`src/hw/mopp_pkg.sv`:
```
/*
  Constants for the media payload packer: command dword layout,
  packing geometry, modes and state codes.
  Assumes the command parser hands over whole command dwords in order.
*/
package mopp_pkg;

  // command dword positions
  localparam int unsigned HDR_LEN_DW  = 0;
  localparam int unsigned HDR_ILEN_DW = 2;
  localparam int unsigned HDR_ADDR_DW = 3;

  // dword length field of dword 0
  localparam int unsigned DWLEN_W     = 8;
  localparam logic [7:0]  LEN_BIAS    = 8'h02;

  // indirect length field, bits 16:0 of dword 2
  localparam int unsigned ILEN_W      = 17;

  // payload register geometry
  localparam int unsigned DW_PER_REG  = 8;
  localparam int unsigned REG_IDX_W   = 6;

  // buffer in the command path
  localparam int unsigned FIFO_DEPTH  = 16;

  // reset values
  localparam logic [31:0] RST_WORD    = 32'h0000_0000;

  // operating modes
  typedef enum logic [1:0] {
    MODE_PASS = 2'b00,
    MODE_COEF = 2'b01,
    MODE_BITS = 2'b10
  } mopp_mode_e;

  // packer states
  typedef enum logic [2:0] {
    ST_IDLE  = 3'b000,
    ST_HDR   = 3'b001,
    ST_INL   = 3'b010,
    ST_FETCH = 3'b011,
    ST_IND   = 3'b100
  } mopp_state_e;

endpackage

```
`src/hw/mopp_packer.sv`:
```
/*
  Media payload packer: takes the trailing fields of a media dispatch
  command and writes inline then indirect dwords into 8-dword payload
  registers, zero padding each partial register. Holds the command
  buffer module and the packer.
  Assumes the command parser, the indirect fetch unit and the return
  buffer all run on clk_sys and use valid/ready handshakes.
*/

////////////////////////////////////////////////////////////////////////
// command dword buffer

module mopp_fifo #(
  parameter int unsigned W = 32,
  parameter int unsigned D = 16
) (
  input  wire logic         clk_sys,
  input  wire logic         rstn,
  input  wire logic         in_valid,
  output logic              in_ready,
  input  wire logic [W-1:0] in_data,
  output logic              out_valid,
  input  wire logic         out_ready,
  output logic [W-1:0]      out_data
);
  localparam int unsigned AW = $clog2(D);

  typedef struct packed {
    logic [D-1:0][W-1:0] mem;
    logic [AW-1:0]       wp;
    logic [AW-1:0]       rp;
    logic [AW:0]         cnt;
    logic                room;
  } mopp_fifo_s;

  mopp_fifo_s st;
  mopp_fifo_s next_st;
  logic       push;
  logic       pop;

  // pointer and count update; room is kept as a flop for a clean ready
  always_comb begin
    next_st = st;
    push = in_valid && st.room;
    pop = st.cnt != '0 && out_ready;
    if (push) begin
      next_st.mem[st.wp] = in_data;
      next_st.wp = (st.wp == AW'(D - 1)) ? '0 : st.wp + 1'b1;
    end
    if (pop) begin
      next_st.rp = (st.rp == AW'(D - 1)) ? '0 : st.rp + 1'b1;
    end
    next_st.cnt = st.cnt + (AW+1)'(push) - (AW+1)'(pop);
    next_st.room = next_st.cnt != (AW+1)'(D);
  end

  always_ff @(posedge clk_sys or negedge rstn) begin
    if (!rstn) begin
      st <= '0;
      st.room <= 1'b1;
    end else begin
      st <= next_st;
    end
  end

  assign in_ready = st.room;
  assign out_valid = st.cnt != '0;
  assign out_data = st.mem[st.rp];
endmodule

////////////////////////////////////////////////////////////////////////
// payload packer
//
// Function
// RULE_01: dword 3 is indirect address over base
// RULE_02: no indirect data means address ignored
// RULE_03: bitstream mode address may be byte aligned
// RULE_04: other modes give dword aligned address
// RULE_05: software keeps address below 512MB
// RULE_06: indirect length is 17-bit byte count
// RULE_07: inline data starts at command dword 4
// RULE_08: coefficient and bitstream modes parse inline format
// RULE_09: pass-through forwards inline dwords unchanged
// RULE_10: software keeps total within buffer allocation
// RULE_11: pass-through commands always carry inline data
// RULE_12: length field N+2 means N inline dwords
// RULE_13: inline data fills whole 8-dword registers
// RULE_14: N multiple of eight writes N/8 registers
// RULE_15: otherwise N/8+1 registers, last zero padded
// RULE_16: indirect registers follow last inline register
// RULE_17: last indirect register is zero padded
// RULE_18: zero indirect length disables fetch entirely
// RULE_19: software limits indirect to 496 dwords, 62 registers
// RULE_20: one command finishes before next payload starts
module mopp_packer (
  input  wire logic        clk_sys,
  input  wire logic        rstn,
  input  wire logic [1:0]  mode,
  input  wire logic [31:0] ind_base,
  input  wire logic        cmd_valid,
  output logic             cmd_ready,
  input  wire logic [31:0] cmd_data,
  output logic             fetch_req,
  output logic [31:0]      fetch_addr,
  output logic [16:0]      fetch_bytes,
  input  wire logic        ind_valid,
  output logic             ind_ready,
  input  wire logic [31:0] ind_data,
  output logic             wr_valid,
  input  wire logic        wr_ready,
  output logic [255:0]     wr_data,
  output logic [5:0]       wr_index,
  output logic             wr_last,
  output logic [31:0]      inl_ctrl,
  output logic             busy
);

  typedef struct packed {
    mopp_pkg::mopp_state_e state;
    logic [1:0]            hdr_cnt;
    logic [7:0]            n_inl;
    logic [7:0]            inl_left;
    logic [16:0]           ind_len;
    logic [31:0]           ind_addr;
    logic [15:0]           ind_left;
    logic [2:0]            slot;
    logic [7:0][31:0]      acc;
    logic [5:0]            reg_cnt;
    logic                  wr_valid;
    logic [255:0]          wr_data;
    logic [5:0]            wr_index;
    logic [3:0]            wr_fill;
    logic                  wr_last;
    logic                  ind_rdy;
    logic                  fetch_req;
    logic [31:0]           fetch_addr;
    logic [16:0]           fetch_bytes;
    logic [31:0]           inl_ctrl;
    logic                  busy;
  } mopp_st_s;

  mopp_st_s    st;
  mopp_st_s    next_st;
  logic        f_valid;
  logic        f_ready;
  logic [31:0] f_data;

  // command dwords wait here; cmd_ready is the buffer's registered room
  mopp_fifo #(
    .W (32),
    .D (mopp_pkg::FIFO_DEPTH)
  ) u_fifo (
    .clk_sys   (clk_sys),
    .rstn      (rstn),
    .in_valid  (cmd_valid),
    .in_ready  (cmd_ready),
    .in_data   (cmd_data),
    .out_valid (f_valid),
    .out_ready (f_ready),
    .out_data  (f_data)
  );

  // byte count to dword count, rounded up
  function automatic logic [15:0] dw_of_bytes(input logic [16:0] b);
    logic [17:0] t;
    t = {1'b0, b} + 18'h00003;
    return t[17:2];
  endfunction

  // dword count to register count, rounded up
  function automatic logic [5:0] regs_of_dw(input logic [7:0] n);
    logic [8:0] t;
    t = {1'b0, n} + 9'h007;
    return t[8:3];
  endfunction

  // place one dword; close the register when full or at phase end
  function automatic mopp_st_s pack(input mopp_st_s s,
                                    input logic [31:0] d,
                                    input logic endp,
                                    input logic lastc);
    mopp_st_s r;
    r = s;
    r.acc[s.slot] = d;
    if (s.slot == 3'h7 || endp) begin
      r.wr_valid = 1'b1;
      r.wr_data = r.acc;
      r.wr_index = s.reg_cnt;
      r.wr_fill = {1'b0, s.slot} + 4'h1;
      r.wr_last = lastc;
      r.reg_cnt = s.reg_cnt + 6'h01;
      r.acc = '0; // unused dwords of the next register read as zero
      r.slot = 3'h0;
    end else begin
      r.slot = s.slot + 3'h1;
    end
    return r;
  endfunction

  ////////////////////////////////////////////////////////////////////
  // next state
  always_comb begin
    logic       can_take;
    logic       take_ind;
    logic [7:0] n;
    can_take = 1'b0;
    take_ind = 1'b0;
    n = 8'h00;
    next_st = st;
    f_ready = 1'b0;
    next_st.fetch_req = 1'b0;
    if (st.wr_valid && wr_ready) begin
      next_st.wr_valid = 1'b0;
    end
    // a new register may close only when the output slot is free
    can_take = !st.wr_valid || wr_ready;
    case (st.state)
      mopp_pkg::ST_IDLE: begin
        f_ready = 1'b1;
        if (f_valid) begin
          // length field N+2 gives N inline dwords
          n = (f_data[7:0] > mopp_pkg::LEN_BIAS) ?
              f_data[7:0] - mopp_pkg::LEN_BIAS : 8'h00; // RULE_12
          next_st.n_inl = n;
          next_st.inl_left = n;
          next_st.hdr_cnt = 2'h1;
          next_st.reg_cnt = 6'h00;
          next_st.slot = 3'h0;
          next_st.acc = '0;
          next_st.state = mopp_pkg::ST_HDR;
        end
      end
      mopp_pkg::ST_HDR: begin
        f_ready = 1'b1;
        if (f_valid) begin
          next_st.hdr_cnt = st.hdr_cnt + 2'h1;
          if (st.hdr_cnt == 2'(mopp_pkg::HDR_ILEN_DW)) begin
            next_st.ind_len = f_data[mopp_pkg::ILEN_W-1:0]; // RULE_06
          end
          if (st.hdr_cnt == 2'(mopp_pkg::HDR_ADDR_DW)) begin
            next_st.ind_addr = f_data; // RULE_01
            next_st.ind_left = dw_of_bytes(st.ind_len); // RULE_06
            // next dword is command dword 4, the first inline one
            if (st.inl_left != 8'h00) begin
              next_st.state = mopp_pkg::ST_INL; // RULE_07
            end else if (st.ind_len != '0) begin
              next_st.state = mopp_pkg::ST_FETCH;
            end else begin
              next_st.state = mopp_pkg::ST_IDLE; // RULE_02 RULE_18
            end
          end
        end
      end
      mopp_pkg::ST_INL: begin
        f_ready = can_take;
        if (f_valid && can_take) begin
          // dwords go out untouched in every mode
          next_st = pack(next_st, f_data, st.inl_left == 8'h01,
                         st.ind_len == '0); // RULE_09 RULE_13
          next_st.inl_left = st.inl_left - 8'h01;
          if (mode != mopp_pkg::MODE_PASS && st.inl_left == st.n_inl) begin
            next_st.inl_ctrl = f_data; // RULE_08
          end
          if (st.inl_left == 8'h01) begin
            next_st.state = (st.ind_len != '0) ? mopp_pkg::ST_FETCH :
                            mopp_pkg::ST_IDLE; // RULE_18
          end
        end
      end
      mopp_pkg::ST_FETCH: begin
        // address is taken relative to the indirect base
        next_st.fetch_req = 1'b1;
        next_st.fetch_addr = ind_base + st.ind_addr; // RULE_01
        next_st.fetch_bytes = st.ind_len;
        next_st.state = mopp_pkg::ST_IND; // RULE_16
      end
      mopp_pkg::ST_IND: begin
        take_ind = st.ind_rdy && ind_valid;
        if (take_ind) begin
          next_st = pack(next_st, ind_data, st.ind_left == 16'h0001,
                         st.ind_left == 16'h0001); // RULE_17
          next_st.ind_left = st.ind_left - 16'h0001;
          if (st.ind_left == 16'h0001) begin
            next_st.state = mopp_pkg::ST_IDLE; // RULE_20
          end
        end
      end
      default: begin
        next_st.state = mopp_pkg::ST_IDLE;
      end
    endcase
    // indirect ready is registered: high only while a close cannot stall
    next_st.ind_rdy = next_st.state == mopp_pkg::ST_IND && !next_st.wr_valid
                      && !(take_ind && st.ind_left == 16'h0001);
    next_st.busy = next_st.state != mopp_pkg::ST_IDLE || next_st.wr_valid;
  end

  ////////////////////////////////////////////////////////////////////
  // state register
  always_ff @(posedge clk_sys or negedge rstn) begin
    if (!rstn) begin
      st <= '0;
    end else begin
      st <= next_st;
    end
  end

  // outputs come straight from the state register
  assign fetch_req = st.fetch_req;
  assign fetch_addr = st.fetch_addr;
  assign fetch_bytes = st.fetch_bytes;
  assign ind_ready = st.ind_rdy;
  assign wr_valid = st.wr_valid;
  assign wr_data = st.wr_data;
  assign wr_index = st.wr_index;
  assign wr_last = st.wr_last;
  assign inl_ctrl = st.inl_ctrl;
  assign busy = st.busy;
endmodule

```
`config.mk`:
```
export PLATFORM = sky130hd
export DESIGN_NAME = mopp_packer
export DESIGN_NICKNAME = d
export VERILOG_FILES = /design/src/hw/mopp_pkg.sv /design/src/hw/mopp_packer.sv
export SDC_FILE = /design/constraint.sdc
export NUM_CORES = 2
export LEC_CHECK = 0
export BUFFER_PORTS_ARGS = -buffer_cell sky130_fd_sc_hd__buf_4
export CORE_ASPECT_RATIO = 1.25
export CORE_MARGIN = 2
export CORE_UTILIZATION = 30
export DETAILED_ROUTE_END_ITERATION = 12
export GPL_ROUTABILITY_DRIVEN = 0
export GPL_TIMING_DRIVEN = 0
export SLEW_MARGIN = 20
export SYNTH_ARGS = -nofsm -noshare
export SYNTH_HDL_FRONTEND = slang
export SYNTH_SLANG_ARGS = --single-unit
```
`constraint.sdc`:
```
create_clock -name clk_sys -period 8 [get_ports clk_sys]
set_input_delay 0.4 -clock clk_sys [delete_from_list [all_inputs] [get_ports clk_sys]]
set_output_delay 0.4 -clock clk_sys [all_outputs]
set_load 0.01 [all_outputs]
```
# Word-level counts from Yosys, hierarchy flattened
# Cells that the tools add are included.
op_classes:
  add_sub_neg: 13
  magnitude_cmp: 6
  eq_ne: 21
  n_mux: 41
  n_bitwise: 2
  reduce_logical: 42
ops:
  columns: ["operator", "n"]
  rows:
  - ["$mux W703", 2]
  - ["$mux W530", 2]
  - ["$pmux W265 S3", 1]
  - ["$pmux W269 S2", 1]
  - ["$bwmux W256", 2]
  - ["$bwmux W512", 1]
  - ["$mux W265", 1]
  - ["$pmux W65 S3", 1]
  - ["$pmux W50 S3", 1]
  - ["$bmux W32 S4", 1]
  - ["$demux W32 S4", 1]
  - ["$mux W32", 4]
  - ["$demux W32 S3", 1]
  - ["$pmux W33 S2", 1]
  - ["$mux W65", 1]
  - ["$mux W48", 1]
  - ["$pmux W16 S3", 1]
  - ["$add A32 B32 Y32", 1]
  - ["$reduce_and A5 Y1", 5]
  - ["$mux W21", 1]
  - ["$add A17 B2 Y18 const B", 1]
  - ["$mux W3", 6]
  - ["$logic_not A17 Y1", 1]
  - ["$mux W17", 1]
  - ["other kinds (47)", 86]
word_totals:
  regBits: 1225
  input_bits: 103
  output_inout_bits: 349
  elab_cells: 172

# Depth between registers and ports, before layout
depth:
  ltp_word: 11
  mapped_depth: 19

# By module
# A second synthesis with hierarchy kept.
unflattened:
  cells_unflattened: 5870
  area_unflattened_um2: 62521.2
modules_own_cells:
  columns: ["module", "instances", "cells_per_inst", "area_per_inst_um2"]
  rows:
  - ["mopp_packer", 1, 4331, 38434.4]
  - ["mopp_fifo", 1, 1539, 24086.9]

# Worst setup path before layout
# No wires, ideal clock.
synth_timing:
  path_kind: "reg-to-reg"
  start: "register u_fifo.st[4] (netlist name)"
  end: "register u_fifo.st, in the netlist u_fifo.in_ready"
  setup_time_ns: 0.083
  t_arrival_ns: 3.229
  required_time_ns: 7.917
  setup_slack_ns: 4.688
  stages_incl_launch_ff: 20
  synth_period_minus_slack_ns: 3.312
  cell_sequence: "dfrtp_1 > inv_1 > ha_1 > or4b_2 > clkbuf_1 > nand2_1 > or2_2 > clkbuf_1 > nand2_1 > ha_1 > inv_1 > ha_1 > inv_1 > fa_1 > inv_1 > a21oi_1 > nor2_1 > nor2_1 > xnor2_1 > nand2_1"
synth_lines:
  columns: ["element", "line_no", "source"]
  rows:
  - ["start: declaration", "mopp_packer.sv:36", "mopp_fifo_s st;"]
  - ["start signal: assignment", "mopp_packer.sv:62", "st <= next_st;"]

# Worst setup path in the final report
layout_timing:
  start: "register u_fifo.st[8] (netlist name)"
  end: "register st[441] (netlist name)"
layout_between:
  elab_chain_len: 6
layout_lines:
  columns: ["element", "line_no", "source"]
  rows:
  - ["$bmux W32 S4", "mopp_packer.sv:68", "assign out_data = st.mem[st.rp];"]
  - ["$mux W32 (implied by the code)", "mopp_packer.sv:68", null]
  - ["$bwmux W256", "mopp_packer.sv:184", "r.acc[s.slot] = d;"]
  - ["$mux W530", "mopp_packer.sv:185", "if (s.slot == 3'h7 || endp) begin"]
  - ["$mux W703", "mopp_packer.sv:256", "if (f_valid && can_take) begin"]
  - ["$pmux W265 S3", "mopp_packer.sv:217", "case (st.state)"]
  - ["end signal: assignment", "mopp_packer.sv:304", "st <= next_st;"]
  - ["end: declaration", "mopp_packer.sv:142", "mopp_st_s st;"]
# No other way between the ends. The select of a mux whose other input is x is not followed.
# A chain may end at the register's enable or synchronous reset.

==> impl_results.md <==
* Status: completed
* Io pins at 452
* Cell variety after synth at 76
* Vias in the first global route at 47,318
* Largest net degree at the start of global routing at 151
* Critical path type: register to register
* DR WL/cell at 25.71 µm
* Slew margin rel. at 18.75%
* Final net count at 6,108
* WP data arrival at 5.23 ns
* Post-Synthesis Net Count at 5,489
* Worst endpoint required time at 8.69 ns
* Slew Limit Fails at 0
* First-pass GRT wire length at 322.7 mm
* Tmin final at 4.536 ns
* Starting Density at 30.14%
* YS warnings at 0
* Syn_area_per_cell at 11.24 µm²
* # rows at 183
* Area delta synth->final at 20.23%
* Die Ht at 503.6 µm
* DR iter-0 viols at 5,497
* Leakage at 32.06 nW
* GRT Total Usage at 21.44%
* H-tree Lvls at 4
* Fin Clk Skew at 0.05815 ns
* Actual slew at the worst max-slew pin at 1.219 ns
* Largest cells by area after synthesis: dfrtp_1 (51%), mux2_2 (10%), mux4_2 (5.8%), o221ai_1 (5.6%), nand2_1 (4.6%)
* HPWL Detailed at 156.3 mm
* DP Worst Slack at 3.541 ns
* # clock sinks at 1,225
* Num CTS Buffers at 138
* Routed Antenna Nets at 0
* Worst Hold Class: input pin to register
* Count of state elements after synthesis at 1,225
* DIE AREA at 203,300 µm²
* Final number of hold-violating endpoints at 0
* Die width at 403.7 µm
* CP Capture Type: register
* Top-count cell post-synth: dfrtp_1
* Startpoint Class: register
* Final core occ at 36.24%
* Post-synth EDFFs at 0
* Synth top cells by count: dfrtp_1 (1,224), nand2_1 (740), mux2_2 (548), a21oi_1 (453), o221ai_1 (386)
* Post-synth top flop: dfrtp_1
* PD cells at 424.3 nW/µm²
* Yosys top cell area share at 51.14%
* RSZ-0062 raised after global routing: no
* Vias at 47,660
* Post-synthesis sequential area ratio at 51.18%
* Final setup TNS at 0 ns
* Initial antenna violation count at 37
* Achievable Freq at 220.5 MHz
* Worst Slack Setup Final at 3.464 ns
* CTS clock-pin slew for the worst setup and hold paths at 0.06 ns
* Post-synth ARST share at 100.0%
* Clk_lat worst skew at 0.82 ns
* Largest area contributor in the netlist: dfrtp_1
* WL final at 222.7 mm
* Setup violations, final at 0
* TritonRoute pass-1 iters at 8
* Post-placement cell area at 66,720 µm²
* CTS root buffer: clkbuf_16
* Pwr Total at 30.56 mW
* Share of post-route cells with drive strength above 1 at 30.38%
* Post-cts resize count at 0
* Routed vias/inst at 5.501
* Final Instance Area at 72,020 µm²
* Crit path max fanout at 10
* Mapped Cells at 5,331
* Clock Tree Buf Depth at 3
* TritonCTS clock tree: built
* Grt ovf at 0
* Port-buffer cells at 427
* VDD IR max at 255.2 µV
* Synthesized area at 59,900 µm²
* Residual DRC count at 0
* Post-route clock period utilization at 56.70%
* Max-cap violations at 0
* Core Footprint at 198,700 µm²
[cell usage in the layout (no fill, tap or decap), types with 36 or more instances in the layout]
master         instances
nor2_1               128
mux4_2               154
buf_4                775
clkbuf_1             282
buf_1                 80
a221o_1               36
a21oi_1              452
nand2_1              740
dlygate4sd3_1         36
and2_1               197
dfrtp_1             1224
a22oi_1               45
o21ai_0              188
o221ai_1             386
mux2_2               548
clkbuf_16            140
ha_1                  53
buf_2                 86
[repair_timing]
item	CTS	global route
hold buffers	36	0
setup buffers	0	0
endpoints found under the hold margin	324	0
endpoints found under the setup margin	0	0
[stage by stage]
step / std cells / hold WS [ns]
global route: 8654 / 0.02375
detailed placement: 8364 / 0.4646
floorplan: 5331 / 0.1044
global placement: 8348 / 0.4587
finish: 8664 / 0.08181
CTS: 8654 / 0.006639
[path summary, 6_finish.rpt]
check	from	to	slack [ns]	depth (start not counted)
setup / recovery	u_fifo.st[8]	st[441]	3.46	8
hold / removal	ind_data[4]	wr_data[132]	0.08	3
setup reg to reg	u_fifo.st[8]	st[441]	3.46	8
hold reg to reg	wr_index[1]	wr_index[1]	0.47	2
max in group asynchronous	rstn	u_fifo.st[400]	5.24	5
min in group asynchronous	rstn	wr_data[18]	0.28	2
[registers in the layout (all words and copies together) (netlist names)]
| register | cells |
|---|---|
| ind_ready | 1 |
| wr_index | 6 |
| busy | 1 |
| st | 351 |
| fetch_req | 1 |
| inl_ctrl | 32 |
| fetch_bytes | 17 |
| wr_data | 256 |
| fetch_addr | 32 |
| wr_valid | 1 |
| u_fifo.st | 525 |
| u_fifo.in_ready | 1 |
| wr_last | 1 |
[worst max-delay path, stage by stage (launching register included)]
cell and delay, ns:
dfrtp_1 0.42, buf_1 0.51, buf_2 0.42, buf_1 0.79, clkbuf_1 0.62, mux4_2 0.32
buf_2 0.80, a21oi_1 0.24, o221ai_1 0.26
[routing by layer]
metal / GRT usage [%] / share of wire (%) / routed length, µm / vias to the layer above
li1: - / - / - / 20315
met1: 29.51 / 43 / 94690 / 24353
met2: 31.65 / 43 / 95660 / 2527
met3: 6.491 / 11 / 23820 / 447
met4: 7.978 / 3.8 / 8441 / 18
met5: 0 / 0.052 / 115 / -
[cell families (layout without fill, tap and decap cells)]
logic type	Yosys count	in the layout	synth area share, %
other	0	10	0
AOI/OAI and AO/OA	1240	1240	13.82
xor gates and xnor gates	53	53	0.7750
DFF	1225	1225	51.18
and+or+nand+nor	1234	1234	9.304
muxes	712	712	16.26
adders and majority gates	55	55	1.174
buffers and inverters	812	1545	7.486
[where the power goes]
group / leakage, nW / internal, mW / total (mW) / switching [mW]
registers: 15.5 / 8.44 / 10.1 / 1.62
logic: 14.1 / 5.70 / 13.6 / 7.92
clock network: 2.40 / 4.04 / 6.87 / 2.83
[final cells by class]
class / count / area, µm²
antenna: 10 / 25.02
fill: 19535 / 126700
multi-input combinational: 3294 / 24780
timing repair buffer: 479 / 3899
clock buffer: 193 / 3973
sequential: 1225 / 30660
tap: 2590 / 3241
buffer: 775 / 4368
inverter: 37 / 138.9
clock inverter: 61 / 940.9
Power figures use the tool's default switching activity.
